<file path="config.mk">
export PLATFORM = sky130hd
export DESIGN_NAME = tbc_timer
export DESIGN_NICKNAME = d
export VERILOG_FILES = /design/src/shared/tbc_pkg.sv /design/src/verilog/tbc_timer.sv
export SDC_FILE = /design/constraint.sdc
export NUM_CORES = 1
export LEC_CHECK = 0
export BUFFER_PORTS_ARGS = -buffer_cell sky130_fd_sc_hd__buf_2
export CORE_ASPECT_RATIO = 1.5
export CORE_MARGIN = 2
export CORE_UTILIZATION = 56
export DETAILED_ROUTE_END_ITERATION = 10
export GPL_TIMING_DRIVEN = 1
export PLACE_DENSITY = 0.86
export SLEW_MARGIN = 20
export SYNTH_ARGS = -nofsm -noshare
export SYNTH_HDL_FRONTEND = slang
export SYNTH_SLANG_ARGS = --single-unit
export TNS_END_PERCENT = 50
</file>
<file path="constraint.sdc">
create_clock -name i_sys_clk -period 3.1 [get_ports i_sys_clk]
set_input_delay 0.31 -clock i_sys_clk [delete_from_list [all_inputs] [get_ports i_sys_clk]]
set_output_delay 0.31 -clock i_sys_clk [all_outputs]
set_load 0.02 [all_outputs]
</file>
<file path="src/shared/tbc_pkg.sv">
// Purpose: Constants for the type-B timer control and status block.
// Assumes: 8-bit registers, one per 32-bit Avalon word.
// Notes:   Byte address of a register is four times its index.
package tbc_pkg;

  // ==========================================================
  // Register indices
  // ==========================================================
  localparam logic [2:0] TBC_IDX_CONTROL_A   = 3'h0;
  localparam logic [2:0] TBC_IDX_CONTROL_B   = 3'h1;
  localparam logic [2:0] TBC_IDX_EVENT_CTRL  = 3'h4;
  localparam logic [2:0] TBC_IDX_INT_CTRL    = 3'h5;
  localparam logic [2:0] TBC_IDX_INT_FLAGS   = 3'h6;
  localparam logic [2:0] TBC_IDX_RUN_STATUS  = 3'h7;
  localparam logic [7:0] TBC_RESET_VALUE     = 8'h00;

  // ==========================================================
  // Field positions
  // ==========================================================
  localparam int TBC_BIT_ENABLE       = 0;
  localparam int TBC_BIT_CLOCK_SELECT_LO    = 1;
  localparam int TBC_BIT_SYNC_RESTART = 4;
  localparam int TBC_BIT_STANDBY_RUN  = 6;
  localparam int TBC_BIT_MODE_LO      = 0;
  localparam int TBC_BIT_OUT_ENABLE   = 4;
  localparam int TBC_BIT_OUT_INIT     = 5;
  localparam int TBC_BIT_OUTPUT_A     = 6;
  localparam int TBC_BIT_CAPTURE_FLAG_EV_EN   = 0;
  localparam int TBC_BIT_EDGE         = 4;
  localparam int TBC_BIT_FILTER       = 6;
  localparam int TBC_BIT_FLAG         = 0;
  localparam int TBC_BIT_RUNNING      = 0;

  // Writable bit masks per control register
  localparam logic [7:0] TBC_MASK_CONTROL_A  = 8'h57;
  localparam logic [7:0] TBC_MASK_CONTROL_B  = 8'h77;
  localparam logic [7:0] TBC_MASK_EVENT_CTRL = 8'h51;
  localparam logic [7:0] TBC_MASK_INT_CTRL   = 8'h01;

  // ==========================================================
  // Clock select codes and filter length
  // ==========================================================
  localparam logic [1:0] TBC_PERIPHERAL_CLOCK      = 2'h0;
  localparam logic [1:0] TBC_PERIPHERAL_CLOCK_DIV2 = 2'h1;
  localparam logic [1:0] TBC_CLK_TYPE_A   = 2'h2;
  localparam int         TBC_FILTER_LEN   = 4;

  // Count modes
  typedef enum logic [2:0] {
    TBC_MODE_PERIODIC  = 3'h0,
    TBC_MODE_TIMEOUT   = 3'h1,
    TBC_MODE_CAPTURE   = 3'h2,
    TBC_MODE_FREQ      = 3'h3,
    TBC_MODE_PULSE     = 3'h4,
    TBC_MODE_FREQ_PW   = 3'h5,
    TBC_MODE_SINGLE    = 3'h6,
    TBC_MODE_PWM8      = 3'h7
  } tbc_mode_t;

endpackage

</file>
<file path="src/verilog/tbc_timer.sv">
// Purpose: Control, event and status logic of a 16-bit capture timer.
// Assumes: Event input is asynchronous; top value comes from outside.
// Notes:   Registers sit behind an Avalon-MM slave with waitrequest.
//
// Chosen here: the Avalon-MM interface to the registers.
`timescale 1ns/1ps

module tbc_timer
  import tbc_pkg::*;
(
  input  wire logic        i_sys_clk,          // System clock
  input  wire logic        i_rst_b,            // Asynchronous reset, low active
  input  wire logic        i_clk_en,           // Freezes all state when low
  input  wire logic [4:0]  i_avs_address,      // Byte address
  input  wire logic        i_avs_read,         // Read request
  input  wire logic        i_avs_write,        // Write request
  input  wire logic [31:0] i_avs_writedata,    // Write data
  output logic      [31:0] o_avs_readdata,     // Read data
  output logic             o_avs_waitrequest,  // Stall
  input  wire logic        i_event,            // Capture event input
  input  wire logic        i_standby,          // Standby sleep active
  input  wire logic        i_ta_tick,          // Companion timer clock tick
  input  wire logic        i_ta_restart,       // Companion timer restart
  input  wire logic [15:0] i_top_value,        // Compare / top value
  input  wire logic        i_capture_read,     // Capture register read
  output logic      [15:0] o_count,            // Counter value
  output logic      [15:0] o_capture_value,    // Captured counter value
  output logic             o_capture_load,     // Capture register loaded
  output logic             o_cc_out,           // Compare/capture output
  output logic             o_irq,              // Interrupt request
  output logic             o_event_strobe      // One-cycle event output
);

  // ==========================================================
  // Declarations
  // ==========================================================
  logic [7:0]  control_a;        // Clock, enable, sync, standby
  logic [7:0]  control_b;        // Mode and output control
  logic [7:0]  event_control;    // Filter, edge, event enable
  logic [7:0]  interrupt_control; // Interrupt enable
  logic        capture_flag;     // Sticky capture flag
  logic        running;          // Counter is running
  logic        bus_ack;          // Answer phase of a bus access
  logic [2:0]  reg_idx;          // Register index from address
  logic        wr_take;          // Write takes effect this edge
  logic [1:0]  ev_sync;          // Event synchroniser
  logic [TBC_FILTER_LEN-1:0] ev_hist; // Filter sample history
  logic        ev_level;         // Level fed to edge detector
  logic        ev_prev;          // Previous level for edge detect
  logic        div2;             // Half-rate toggle
  logic        tick;             // Count tick this cycle
  logic        halted;           // Standby without standby-run
  logic        rise;             // Rising event edge
  logic        fall;             // Falling event edge
  logic        sel_edge;         // Selected edge
  logic        opp_edge;         // Opposite edge
  logic        at_top;           // Counter at top on a tick
  logic        set_flag;         // Flag set condition
  logic        do_restart;       // Clear and restart counter
  logic        do_start;         // Start counter
  logic        do_stop;          // Stop counter
  logic        do_capture;       // Copy counter to capture
  logic        ss_out;           // Single-shot output level
  logic        pwm_out;          // PWM output level
  logic [1:0]  fpw_phase;        // Combined mode progress
  logic        enabled;          // Enable bit
  tbc_mode_t   mode;             // Current count mode
  logic [1:0]  clock_select;     // Clock select field

  assign enabled      = control_a[TBC_BIT_ENABLE];
  assign clock_select = control_a[TBC_BIT_CLOCK_SELECT_LO +: 2];
  assign mode         = tbc_mode_t'(control_b[TBC_BIT_MODE_LO +: 3]);
  assign reg_idx      = i_avs_address[4:2];
  assign wr_take      = i_avs_write & bus_ack;

  // ==========================================================
  // Avalon-MM slave
  // ==========================================================
  // Requests wait one cycle; the answer comes at the second edge
  assign o_avs_waitrequest = (i_avs_read | i_avs_write) & ~bus_ack;

  // Answer phase toggles in for one cycle per request
  always_ff @(posedge i_sys_clk or negedge i_rst_b)
  begin
    if (!i_rst_b)
      bus_ack <= 1'b0;
    else if (i_clk_en)
      bus_ack <= (i_avs_read | i_avs_write) & ~bus_ack;
  end

  // Read data captured during the wait cycle
  always_ff @(posedge i_sys_clk or negedge i_rst_b)
  begin
    if (!i_rst_b)
      o_avs_readdata <= 32'h0000_0000;
    else if (i_clk_en && i_avs_read && !bus_ack)
    begin
      if (reg_idx == TBC_IDX_CONTROL_A)
        o_avs_readdata <= {24'h000000, control_a};
      else if (reg_idx == TBC_IDX_CONTROL_B)
        o_avs_readdata <= {24'h000000, control_b};
      else if (reg_idx == TBC_IDX_EVENT_CTRL)
        o_avs_readdata <= {24'h000000, event_control};
      else if (reg_idx == TBC_IDX_INT_CTRL)
        o_avs_readdata <= {24'h000000, interrupt_control};
      else if (reg_idx == TBC_IDX_INT_FLAGS)
        o_avs_readdata <= {31'h00000000, capture_flag};
      else if (reg_idx == TBC_IDX_RUN_STATUS)
        o_avs_readdata <= {31'h00000000, running};
      else
        o_avs_readdata <= 32'h0000_0000;      // Unmapped reads zero
    end
  end

  // Control registers; status registers are not written here
  always_ff @(posedge i_sys_clk or negedge i_rst_b)
  begin
    if (!i_rst_b)
    begin
      control_a         <= TBC_RESET_VALUE;
      control_b         <= TBC_RESET_VALUE;
      event_control     <= TBC_RESET_VALUE;
      interrupt_control <= TBC_RESET_VALUE;
    end
    else if (i_clk_en && wr_take)
    begin
      if (reg_idx == TBC_IDX_CONTROL_A)
        control_a <= i_avs_writedata[7:0] & TBC_MASK_CONTROL_A;
      else if (reg_idx == TBC_IDX_CONTROL_B)
        control_b <= i_avs_writedata[7:0] & TBC_MASK_CONTROL_B;
      else if (reg_idx == TBC_IDX_EVENT_CTRL)
        event_control <= i_avs_writedata[7:0] & TBC_MASK_EVENT_CTRL;
      else if (reg_idx == TBC_IDX_INT_CTRL)
        interrupt_control <= i_avs_writedata[7:0] & TBC_MASK_INT_CTRL;
    end
  end

  // ==========================================================
  // Event input path
  // ==========================================================
  // Two-stage synchroniser, then the sample history
  always_ff @(posedge i_sys_clk or negedge i_rst_b)
  begin
    if (!i_rst_b)
    begin
      ev_sync <= 2'h0;
      ev_hist <= '0;
    end
    else if (i_clk_en)
    begin
      ev_sync <= {ev_sync[0], i_event};
      ev_hist <= {ev_hist[TBC_FILTER_LEN-2:0], ev_sync[1]};
    end
  end

  // Filtered or direct level, and its previous value
  always_ff @(posedge i_sys_clk or negedge i_rst_b)
  begin
    if (!i_rst_b)
    begin
      ev_level <= 1'b0;
      ev_prev  <= 1'b0;
    end
    else if (i_clk_en)
    begin
      ev_prev <= ev_level;
      if (!event_control[TBC_BIT_FILTER])
        ev_level <= ev_sync[1];
      else if (&ev_hist || ~|ev_hist)
        ev_level <= ev_hist[0];
    end
  end

  // Edges only count while events are enabled
  assign rise = event_control[TBC_BIT_CAPTURE_FLAG_EV_EN] & ev_level & ~ev_prev;
  assign fall = event_control[TBC_BIT_CAPTURE_FLAG_EV_EN] & ~ev_level & ev_prev;
  assign sel_edge = event_control[TBC_BIT_EDGE] ? fall : rise;
  assign opp_edge = event_control[TBC_BIT_EDGE] ? rise : fall;

  // ==========================================================
  // Count clock selection
  // ==========================================================
  // Half-rate toggle for the divided peripheral clock
  always_ff @(posedge i_sys_clk or negedge i_rst_b)
  begin
    if (!i_rst_b)
      div2 <= 1'b0;
    else if (i_clk_en)
      div2 <= ~div2;
  end

  // Standby halts unless standby-run is set or type-A clock is used
  assign halted = i_standby & ~control_a[TBC_BIT_STANDBY_RUN] &
                  (clock_select != TBC_CLK_TYPE_A);

  // Tick per selected source; reserved code never ticks
  always_comb
  begin
    case (clock_select)
      TBC_PERIPHERAL_CLOCK:      tick = 1'b1;
      TBC_PERIPHERAL_CLOCK_DIV2: tick = div2;
      TBC_CLK_TYPE_A:   tick = i_ta_tick;
      default:          tick = 1'b0;
    endcase
    tick = tick & enabled & running & ~halted;
  end

  // ==========================================================
  // Mode decode
  // ==========================================================
  assign at_top = tick && (mode == TBC_MODE_PWM8 ? o_count[7:0] == i_top_value[7:0]
                                                 : o_count == i_top_value);

  // Per-mode event actions and flag conditions
  always_comb
  begin
    do_restart = 1'b0;
    do_start   = 1'b0;
    do_stop    = 1'b0;
    do_capture = 1'b0;
    set_flag   = 1'b0;
    case (mode)
      TBC_MODE_PERIODIC:                              // Events ignored
        set_flag = at_top;
      TBC_MODE_TIMEOUT:
      begin
        do_start = sel_edge;
        do_stop  = opp_edge;
        set_flag = at_top;
      end
      TBC_MODE_CAPTURE:
      begin
        do_capture = sel_edge;
        set_flag   = sel_edge;
      end
      TBC_MODE_FREQ:
      begin
        do_capture = sel_edge;
        do_restart = sel_edge;
        set_flag   = sel_edge;
      end
      TBC_MODE_PULSE:
      begin
        do_restart = sel_edge;
        do_capture = opp_edge;
        set_flag   = opp_edge;
      end
      TBC_MODE_FREQ_PW:
      begin
        do_restart = sel_edge && fpw_phase == 2'h0;
        do_capture = opp_edge && fpw_phase == 2'h1;
        do_stop    = sel_edge && fpw_phase == 2'h2;
        set_flag   = do_stop;
      end
      TBC_MODE_SINGLE:
      begin
        do_start = sel_edge & ~running;
        do_stop  = at_top;
        set_flag = at_top;
      end
      default:                                        // 8-bit PWM
        set_flag = tick && o_count[7:0] == i_top_value[15:8];
    endcase
  end

  // Combined mode progress: restart, capture, stop
  always_ff @(posedge i_sys_clk or negedge i_rst_b)
  begin
    if (!i_rst_b)
      fpw_phase <= 2'h0;
    else if (i_clk_en)
    begin
      if (!enabled || mode != TBC_MODE_FREQ_PW)
        fpw_phase <= 2'h0;
      else if (do_restart)
        fpw_phase <= 2'h1;
      else if (do_capture)
        fpw_phase <= 2'h2;
      else if (do_stop)
        fpw_phase <= 2'h0;
    end
  end

  // ==========================================================
  // Run state and counter
  // ==========================================================
  // Free-running modes run whenever enabled; others follow events
  always_ff @(posedge i_sys_clk or negedge i_rst_b)
  begin
    if (!i_rst_b)
      running <= 1'b0;
    else if (i_clk_en)
    begin
      if (!enabled)
        running <= 1'b0;
      else if (do_stop)
        running <= 1'b0;
      else if (do_start || do_restart)
        running <= 1'b1;
      else if (mode inside {TBC_MODE_PERIODIC, TBC_MODE_CAPTURE,
                             TBC_MODE_FREQ, TBC_MODE_PULSE, TBC_MODE_PWM8})
        running <= 1'b1;
    end
  end

  // Counter: restart wins, then wrap at top, then advance
  always_ff @(posedge i_sys_clk or negedge i_rst_b)
  begin
    if (!i_rst_b)
      o_count <= 16'h0000;
    else if (i_clk_en)
    begin
      if (do_restart)
        o_count <= 16'h0000;
      else if (control_a[TBC_BIT_SYNC_RESTART] && i_ta_restart && enabled)
        o_count <= 16'h0000;
      else if (at_top)
        o_count <= 16'h0000;
      else if (tick)
        o_count <= o_count + 16'h0001;
    end
  end

  // Capture register load
  always_ff @(posedge i_sys_clk or negedge i_rst_b)
  begin
    if (!i_rst_b)
    begin
      o_capture_value <= 16'h0000;
      o_capture_load  <= 1'b0;
    end
    else if (i_clk_en)
    begin
      o_capture_load <= do_capture;
      if (do_capture)
        o_capture_value <= o_count;
    end
  end

  // ==========================================================
  // Flag, interrupt and event strobe
  // ==========================================================
  // Set wins over either clear in the same cycle
  always_ff @(posedge i_sys_clk or negedge i_rst_b)
  begin
    if (!i_rst_b)
      capture_flag <= 1'b0;
    else if (i_clk_en)
    begin
      if (set_flag)
        capture_flag <= 1'b1;
      else if (wr_take && reg_idx == TBC_IDX_INT_FLAGS &&
               i_avs_writedata[TBC_BIT_FLAG])
        capture_flag <= 1'b0;
      else if (i_capture_read && mode inside {TBC_MODE_CAPTURE, TBC_MODE_FREQ,
                                              TBC_MODE_PULSE, TBC_MODE_FREQ_PW})
        capture_flag <= 1'b0;
    end
  end

  // Request follows flag and enable as a level
  assign o_irq = capture_flag & interrupt_control[TBC_BIT_FLAG];

  // Strobe for each flag set condition
  always_ff @(posedge i_sys_clk or negedge i_rst_b)
  begin
    if (!i_rst_b)
      o_event_strobe <= 1'b0;
    else if (i_clk_en)
      o_event_strobe <= set_flag;
  end

  // ==========================================================
  // Output pin logic
  // ==========================================================
  // Single-shot level: rises at start or event, falls at stop
  always_ff @(posedge i_sys_clk or negedge i_rst_b)
  begin
    if (!i_rst_b)
      ss_out <= 1'b0;
    else if (i_clk_en)
    begin
      if (!enabled || do_stop)
        ss_out <= 1'b0;
      else if (control_b[TBC_BIT_OUTPUT_A] && do_start)
        ss_out <= 1'b1;
      else if (!control_b[TBC_BIT_OUTPUT_A] && running)
        ss_out <= 1'b1;
    end
  end

  // PWM level: high from bottom until the high compare byte
  always_ff @(posedge i_sys_clk or negedge i_rst_b)
  begin
    if (!i_rst_b)
      pwm_out <= 1'b0;
    else if (i_clk_en)
    begin
      if (!enabled || i_top_value[15:8] == 8'h00 || i_top_value[7:0] == 8'h00)
        pwm_out <= 1'b0;
      else if (set_flag)
        pwm_out <= 1'b0;
      else if (tick && o_count[7:0] == 8'h00)
        pwm_out <= 1'b1;
    end
  end

  // Final pin value per mode, forced low when the output enable bit is clear
  always_ff @(posedge i_sys_clk or negedge i_rst_b)
  begin
    if (!i_rst_b)
      o_cc_out <= 1'b0;
    else if (i_clk_en)
    begin
      if (!control_b[TBC_BIT_OUT_ENABLE])
        o_cc_out <= 1'b0;
      else if (mode == TBC_MODE_SINGLE)
        o_cc_out <= ss_out;
      else if (mode == TBC_MODE_PWM8)
        o_cc_out <= pwm_out;
      else
        o_cc_out <= control_b[TBC_BIT_OUT_INIT];
    end
  end

endmodule // tbc_timer

</file>
After elaboration in Yosys (flattened, before gate mapping)
Index checks and enable logic that the tools add are counted.
W data, S select, Z words.
{ "totals": {"word_cells": 167, "in_bits": 63, "reg_bits": 98, "output_inout_bits": 69} }
{ "op_classes": {"n_bitwise": 24, "n_eq_ne": 23, "reduce_logical": 57, "mux": 41, "n_addsub": 1} }
{ "op_table": {"columns": ["op", "n"], "rows": [
  ["$mux W32", 4],
  ["$mux W16", 4],
  ["$eq A3 B3 Y1 const B", 8],
  ["$logic_not A8 Y1", 3],
  ["$mux W1", 23],
  ["$reduce_and A2 Y1", 9],
  ["$add A16 B1 Y16 const B", 1],
  ["$eq A16 B16 Y1", 1],
  ["$eq A8 B8 Y1", 2],
  ["$logic_and A1 B1 Y1", 16],
  ["$and A1 B1 Y1", 13],
  ["$reduce_bool A4 Y1", 3],
  ["$not A1 Y1", 10],
  ["$pmux W1 S3", 3],
  ["$reduce_bool A3 Y1", 3],
  ["$mux W2", 4],
  ["$reduce_and A4 Y1", 2],
  ["$eq A3 B1 Y1 const B", 2],
  ["$eq A3 B2 Y1 const B", 2],
  ["$logic_not A3 Y1", 2],
  ["$logic_or A1 B1 Y1", 6],
  ["$reduce_and A5 Y1", 1],
  ["$reduce_bool A5 Y1", 1],
  ["$eq A2 B1 Y1 const B", 2],
  ["other kinds (14)", 21]
]} }

Longest topological paths before layout
Gate-level depths: netlist of the first run.
{ "logic_depth": {"word_depth": 11, "depth_mapped": 8, "ltp_nobuf": 7} }

Worst setup path before layout of the first run
No wires, ideal clock.
{ "synth_path": {"kind": "reg-to-reg", "startpoint": "reg o_count[3]", "endpoint": "reg o_count[10]", "t_arrival_ns": 2.007, "setup_slack_ns": 0.972, "period_less_slack_ns": 2.128, "n_path_buf": 2, "stages_incl_launch_ff": 9, "required_ns": 2.979, "setup_ns": 0.121, "path_cell_list": "dfrtp_1 -> clkbuf_1 -> xor2_1 -> nor4_1 -> nand4_1 -> o21ai_0 -> and2_0 -> buf_2 -> nor2_1"} }
{ "synth_between": {"elab_chain_len": 6, "elab_cells_between_ends": 11, "cone_classes": "1 x add/sub; 2 x eq/ne; 5 x mux; 3 x reduce/logical"} }
{ "synth_rtl": {"columns": ["element", "line_no", "source"], "rows": [
  ["from (decl)", "tbc_timer.sv:26", "output logic [15:0] o_count,"],
  ["from (signal assigned)", "tbc_timer.sv:320", "o_count <= o_count + 16'h0001;"],
  ["branches (longest 6 deep; another with $add A16 B1 Y16)", null, null]
]} }
Several ways; the timed one is not identified. The select of a mux whose other input is x is not followed.
A chain may end at the register's enable or synchronous reset.

Worst setup path in the final report of the first run
{ "layout_path": {"startpoint": "reg control_a[2]", "endpoint": "reg pwm_out"} }
{ "layout_between": {"elab_chain_len": 9, "elab_cells_between_ends": 18, "cone_classes": "3 x eq/ne; 4 x mux; 5 x bitwise; 6 x reduce/logical"} }
{ "layout_rtl": {"columns": ["element", "line_no", "source"], "rows": [
  ["from (decl)", "tbc_timer.sv:37", "logic [7:0] control_a;"],
  ["from (signal assigned)", "tbc_timer.sv:128", "control_a <= i_avs_writedata[7:0] & TBC_MASK_CONTROL_A;"],
  ["$eq A2 B2 Y1, or another cell as far along", "tbc_timer.sv:199", "case (clock_select)"],
  ["$pmux W1 S3", "tbc_timer.sv:199", null],
  ["$and A1 B1 Y1 (2 in series)", "tbc_timer.sv:205", "tick = tick & enabled & running & ~halted;"],
  ["$and A1 B1 Y1 *", "tbc_timer.sv:205", null],
  ["$logic_and A1 B1 Y1 (on tied branches)", "tbc_timer.sv:262, tbc_timer.sv:211", null],
  ["$pmux W1 S4", "tbc_timer.sv:222", "case (mode)"],
  ["$reduce_bool A3 Y1 (no line) / $mux W1 (equally long branches)", null, null],
  ["$reduce_and A2 Y1 (no line) / $mux W1 (equally long branches)", null, null],
  ["to (signal assigned)", "tbc_timer.sv:396", "pwm_out <= 1'b0;"],
  ["to (signal assigned)", "tbc_timer.sv:400", "pwm_out <= 1'b0;"],
  ["to (signal assigned)", "tbc_timer.sv:402", "pwm_out <= 1'b0;"],
  ["to (decl)", "tbc_timer.sv:64", "logic pwm_out;"]
]} }
Mark *: on every way between the ends. The rest lies on a longest branch, timed or not.

==> impl_metrics.json, run 1 <==
{
  "min_path_type": "in -> async",
  "synth_cell_types": 59,
  "r2r-start": "control_a[2]",
  "path_cells": "nand2b_1, a2111oi_2, nand2_1, o41a_1, a21oi_1, nor3_1",
  "crit_path_end": "pwm_out",
  "endpoint_kind": "flip-flop",
  "cap_violations": 0,
  "r2r_end": "pwm_out",
  "cts-root-buf": "clkbuf_8",
  "first_pass_iters": 4,
  "ant_nets": 0,
  "slew_viol_final": 0,
  "setup_tns_ns": 0,
  "slew_headroom_pct": 39.5,
  "synthSimpleGateAreaFrac_pct": 15.2,
  "hold_viol": 0,
  "grtUsageTotal_pct": 25.0,
  "status": "finished, final reports clean",
  "muxShareOfSynthArea_pct": 12.2,
  "ys_ff_latch": 72,
  "yosys.area.top_type": "dfrtp_1",
  "period_needed_ns": 2.38,
  "fmax_mhz": 420,
  "initial_core_util_pct": 57.7,
  "syn_to_final_growth_pct": 11.6,
  "setup_viol": 0,
  "grt_pass1_wl_mm": 15.4,
  "htreeDepth": 3,
  "cts.sinks": 72,
  "grt-ovfl-total": 0,
  "r2r_setup_slack_ns": 0.72,
  "drive_above_1_share_pct": 28.9,
  "num_rows": 38,
  "syn_area_sq_um": 4200,
  "path_clk_slew_ns": 0.07,
  "antenna_cells": 0,
  "grt_pass1_vias": 3193,
  "via_count": 3388,
  "crit_arrival_ns": 2.61,
  "dpl_cell_area_sq_um": 4530,
  "synth-compound-area-share_pct": 12.6,
  "total_leakage_power_nw": 2.31,
  "design_area_sq_um": 4690,
  "drc": 0,
  "finalNonFillerCells": 584,
  "coreArea_sq_um": 7270,
  "synthCells": 414,
  "crit_cells": 6,
  "clockBufferDepth": 2,
  "worstRegToRegCells": 6,
  "p_per_area_nw_per_um2": 650,
  "dp.cells": 570,
  "ys_seq_area_share_pct": 42.9,
  "crit_family": "compound AO/OA/AOI/OAI gates",
  "cts_tree": "done",
  "syn_area_per_cell_sq_um": 10.1,
  "synth_fa_ha_area_share_pct": 1.19,
  "path_max_fanout": 6,
  "cts_buffers": 9,
  "boundaryPins": 132,
  "rsz0062_at_grt": "false",
  "crit_slowest_cell": "a2111oi_2",
  "crit_type": "reg -> reg",
  "hpwlAfterDp_mm": 6.97,
  "first_iter_violations": 262,
  "drt-wirelength-per-cell_microns": 16.4,
  "tightest_slew_ns": 0.907,
  "final_core_util_pct": 64.4,
  "clk_latency_ns": 0.36,
  "die_y_microns": 110,
  "gp_congestion": 0.915,
  "crit_buf_inv": 0,
  "nNetsFinal": 548,
  "finalPower_mw": 3.04,
  "antenna_found_initial": 0,
  "crit_required_ns": 3.33,
  "hold_buffers": 0,
  "io_buffers": 77,
  "synth_edf_count": 0,
  "crit_start": "control_a[2]",
  "ir_drop_mv": 0.430,
  "ys_warn_count": 0,
  "synth_xor_area_share_pct": 7.72,
  "viasPerCell": 5.80,
  "post_cts_buffers": 0,
  "skew_ns": 0.00733,
  "synthFlopType": "dfrtp_1",
  "slowest_delay_ns": 0.46,
  "wl_mm": 9.60,
  "ctsResizeCount": 0,
  "yosysTopAreaCellShare_pct": 42.9,
  "synthArstFlopShare_pct": 100,
  "start_kind": "flip-flop",
  "die_x_microns": 74.7,
  "synth_top_family_by_area": "simple AND/OR/NAND/NOR gates",
  "grt_max_degree": 73,
  "dieArea_sq_um": 8220,
  "post_synth_main_area_contributors": "dfrtp_1, mux2_2, xor2_1",
  "period_share_pct": 76.9
}
cells in the mapped netlist (5+ instances only):
master / n
nand2_1: 29
xnor2_1: 5
buf_4: 28
clkbuf_1: 13
nand3_1: 6
dfrtp_1: 72
a21oi_1: 12
inv_1: 11
o21ai_0: 13
xor2_1: 32
nand4_1: 7
nor3_1: 7
nor2_1: 25
mux2_2: 39
mux2i_1: 6
nor4_1: 13
buf_2: 6
nor2b_1: 5
registers in the layout, indices dropped and copies added, names as in the netlist, 2 cells and up:
signal / cells
control_b: 6
o_avs_readdata: 6
fpw_phase: 2
ev_hist: 4
control_a: 5
o_capture_value: 16
ev_sync: 2
o_count: 16
event_control: 3
worst min-delay path by stage:
stage	depth (start not counted)	endpoint	slack [ns]
2_1_floorplan	0	bus_ack	0.01
3_3_place_gp	1	div2	0.46
3_5_place_dp	1	o_event_strobe	0.47
4_1_cts	2	control_b[5]	0.17
5_1_grt	2	control_b[5]	0.17
6_report	2	o_capture_value[5]	0.16
power by group:
group / internal [mW] / switching [mW] / total [mW]
combinational: 0.434 / 0.564 / 0.997
sequential: 1.13 / 0.290 / 1.42
clock: 0.303 / 0.324 / 0.627
layer usage:
metal  up-vias  routed length (microns)  track usage, %
met4         0                      294            13.6
met3        29                      550            4.91
met5         -                        0               0
li1       1558                        -               -
met1      1659                     3710            29.5
met2       142                     5050            42.0
cells in the final DEF (no fill, tap or decap), types with 3 or more instances in the layout:
master and count:
dfrtp_1 72, o211ai_1 3, a22o_1 3, o31ai_1 4
nor3_1 7, a21oi_1 12, clkbuf_1 3, a211oi_1 4
nand2b_1 4, nor2b_1 5, ha_1 4, and2_1 4
nand2_1 29, inv_1 11, nand3_1 6, o21ai_0 13
nand4_1 7, nor2_1 25, conb_1 26, mux2_2 39
buf_4 4, xnor2_1 5, nand3b_1 4, nor4_1 13
mux2i_1 6, a21o_1 4, xor2_1 32, and3_1 4
buf_2 77, o2111ai_1 4, clkbuf_8 10
stage by stage:
stage / hold slack (ns) / setup WS, ns
3_3_place_gp: 0.457 / 0.780
5_1_grt: 0.174 / 0.580
4_1_cts: 0.167 / 0.743
6_report: 0.156 / 0.716
2_1_floorplan: 0.0144 / 0.972
3_5_place_dp: 0.472 / 0.766
area by class of cell:
type	instances	area, sq um
Fill cell	625	2590
Timing Repair Buffer	81	415
Sequential cell	72	1800
Clock buffer	13	149
Multi-Input combinational cell	306	2150
Tap cell	100	125
Clock inverter	1	5.00
Inverter	11	41.3
worst reg2reg max path, stage by stage (launching register included):
cell,delay (ns)
dfrtp_1,0.42
nand2b_1,0.17
a2111oi_2,0.46
nand2_1,0.26
o41a_1,0.46
a21oi_1,0.37
nor3_1,0.12
logic make-up (layout without fill, tap and decap cells):
| family | count (synthesis) | in the layout |
|---|---|---|
| XOR/XNOR | 37 | 37 |
| multiplexers | 46 | 46 |
| adder cells (fa/ha/maj) | 4 | 4 |
| other | 1 | 26 |
| buffers and inverters | 61 | 106 |
| AO/OA/AOI/OAI | 71 | 71 |
| AND/OR/NAND/NOR | 122 | 122 |
| flip-flops | 72 | 72 |
Power figures use the tool's default switching activity.
==> inputs of run 2 (changes only) <==
Settings changed: CORE_UTILIZATION 56 to 47, PLACE_DENSITY 0.86 to 0.77.
Clock period 3.1 ns to 2 ns, I/O delays scaled along.
==> impl_metrics.json, run 2 (synthesized netlist as in run 1, its figures left out) <==
{
  "grt-ovfl-total": 0,
  "clockBufferDepth": 2,
  "htreeDepth": 3,
  "cts_buffers": 9,
  "ir_drop_mv": 0.771,
  "worstHoldStart": "i_event",
  "min_to": "ev_sync[0]",
  "slew_headroom_pct": 66.2,
  "boundaryPins": 132,
  "die_y_microns": 120,
  "cts_tree": "done",
  "period_share_pct": 98.1,
  "design_area_sq_um": 5390,
  "viasPerCell": 5.60,
  "path_cells": "xor2_1, nor4_2, buf_4, a32oi_1, o41a_1, a21oi_2, buf_4, a21o_1",
  "grt_pass1_wl_mm": 17.7,
  "num_rows": 42,
  "fmax_mhz": 510,
  "dieArea_sq_um": 9720,
  "crit_required_ns": 2.28,
  "crit_top_cell": "buf_4",
  "clk_latency_ns": 0.34,
  "hold_depth": 2,
  "path_max_fanout": 2,
  "start_kind": "flip-flop",
  "path_clk_slew_ns": 0.06,
  "first_pass_iters": 5,
  "io_buffers": 77,
  "cap_violations": 0,
  "p_per_area_nw_per_um2": 1090,
  "ant_nets": 0,
  "drc": 0,
  "gp_congestion": 0.887,
  "die_x_microns": 81.2,
  "r2r_setup_slack_ns": 0.04,
  "antenna_cells": 0,
  "first_iter_violations": 249,
  "layout_commonest_cell": "buf_2",
  "drt-wirelength-per-cell_microns": 16.8,
  "r2r-start": "o_count[13]",
  "hold_viol": 0,
  "final_core_util_pct": 61.4,
  "grt_max_degree": 69,
  "crit_type": "reg -> reg",
  "dpl_cell_area_sq_um": 4990,
  "min_path_type": "in -> reg",
  "skew_ns": 0.00575,
  "cts-root-buf": "clkbuf_16",
  "syn_to_final_growth_pct": 28.3,
  "top_regs": "o_capture_value: 16 flops, o_count: 16 flops",
  "wl_mm": 11.0,
  "status": "finished, final reports clean",
  "period_needed_ns": 1.96,
  "antenna_found_initial": 0,
  "cts.sinks": 72,
  "total_leakage_power_nw": 2.70,
  "grtUsageTotal_pct": 23.9,
  "initial_core_util_pct": 47.8,
  "grt_pass1_vias": 3680,
  "via_count": 3663,
  "slowest_delay_ns": 0.40,
  "crit_slowest_cell": "dfrtp_1",
  "layout_common_cells": "buf_2, dfrtp_1, buf_4",
  "coreArea_sq_um": 8780,
  "slew_viol_final": 0,
  "crit_arrival_ns": 2.24,
  "r2r_end": "capture_flag",
  "hpwlAfterDp_mm": 8.06,
  "setup_viol": 0,
  "endpoint_kind": "flip-flop",
  "rsz0062_at_grt": "true",
  "worstRegToRegCells": 8,
  "tightest_slew_ns": 0.503,
  "nNetsFinal": 607,
  "drive_above_1_share_pct": 39.9
}
[run 2: power breakdown]
| group | internal, mW | switching [mW] |
|---|---|---|
| Combinational | 1.04 | 1.21 |
| Clock | 0.985 | 0.597 |
| Sequential | 1.76 | 0.263 |
| Total | 3.78 | 2.07 |
[run 2: worst max-delay path by stage]
stage,from,endpoint,slack (ns),cells after the start
6_report,o_count[13],capture_flag,0.04,8
5_1_grt,event_control[4],o_capture_value[14],-0.02,7
4_1_cts,control_b[1],capture_flag,0.02,7
3_5_place_dp,o_count[11],capture_flag,-0.10,8
3_3_place_gp,o_count[12],o_event_strobe,-0.06,8
2_1_floorplan,event_control[4],o_capture_value[14],-0.02,8
[run 2: critical path: cells and delay by family (launching register included)]
| family | cells | cell delay (ns) |
|---|---|---|
| XOR/XNOR | 1 | 0.17 |
| flip-flops | 1 | 0.40 |
| AO/OA/AOI/OAI | 4 | 0.64 |
| buffers and inverters | 2 | 0.34 |
| AND/OR/NAND/NOR | 1 | 0.36 |
[run 2: cell type report]
class                   instances  area (sq um)
fillers                       751          3390
multi-input cells             306          2210
flip-flops and latches         72          1810
repair buffers                140           902
clock buffers                  11           243
well taps                     110           138
clock inverters                 4          45.0
inverters                      11          41.3
[run 2: repair_timing]
item                                   CTS  global route
resized for setup                        5            14
pin swaps                                3             5
hold buffers                             1             0
setup endpoints to repair               21            34
buffers inserted                         2             1
endpoints found under the hold margin   52             0
[run 2: layer usage]
metal | vias up | routed length (microns) | GRT usage (%) | share of wire, %
met5 | - | 0 | 0 | 0
li1 | 1672 | - | - | -
met1 | 1797 | 4170 | 27.3 | 38
met2 | 160 | 5770 | 40.9 | 53
met4 | 0 | 415 | 13.9 | 3.8
met3 | 34 | 601 | 4.29 | 5.5
[run 2: stage by stage]
step	hold WS, ns	TNS, ns	setup slack, ns	instances	total power, mW
finish	0.101	0	0.0374	654	5.85
global route	0.109	-0.0539	-0.0211	654	6.17
floorplan	-0.0956	-0.0362	-0.0189	439	3.34
CTS	0.0991	0	0.0151	653	5.81
detailed placement	0.0360	-0.574	-0.102	635	4.16
global placement	0.0275	-0.125	-0.0577	635	4.07
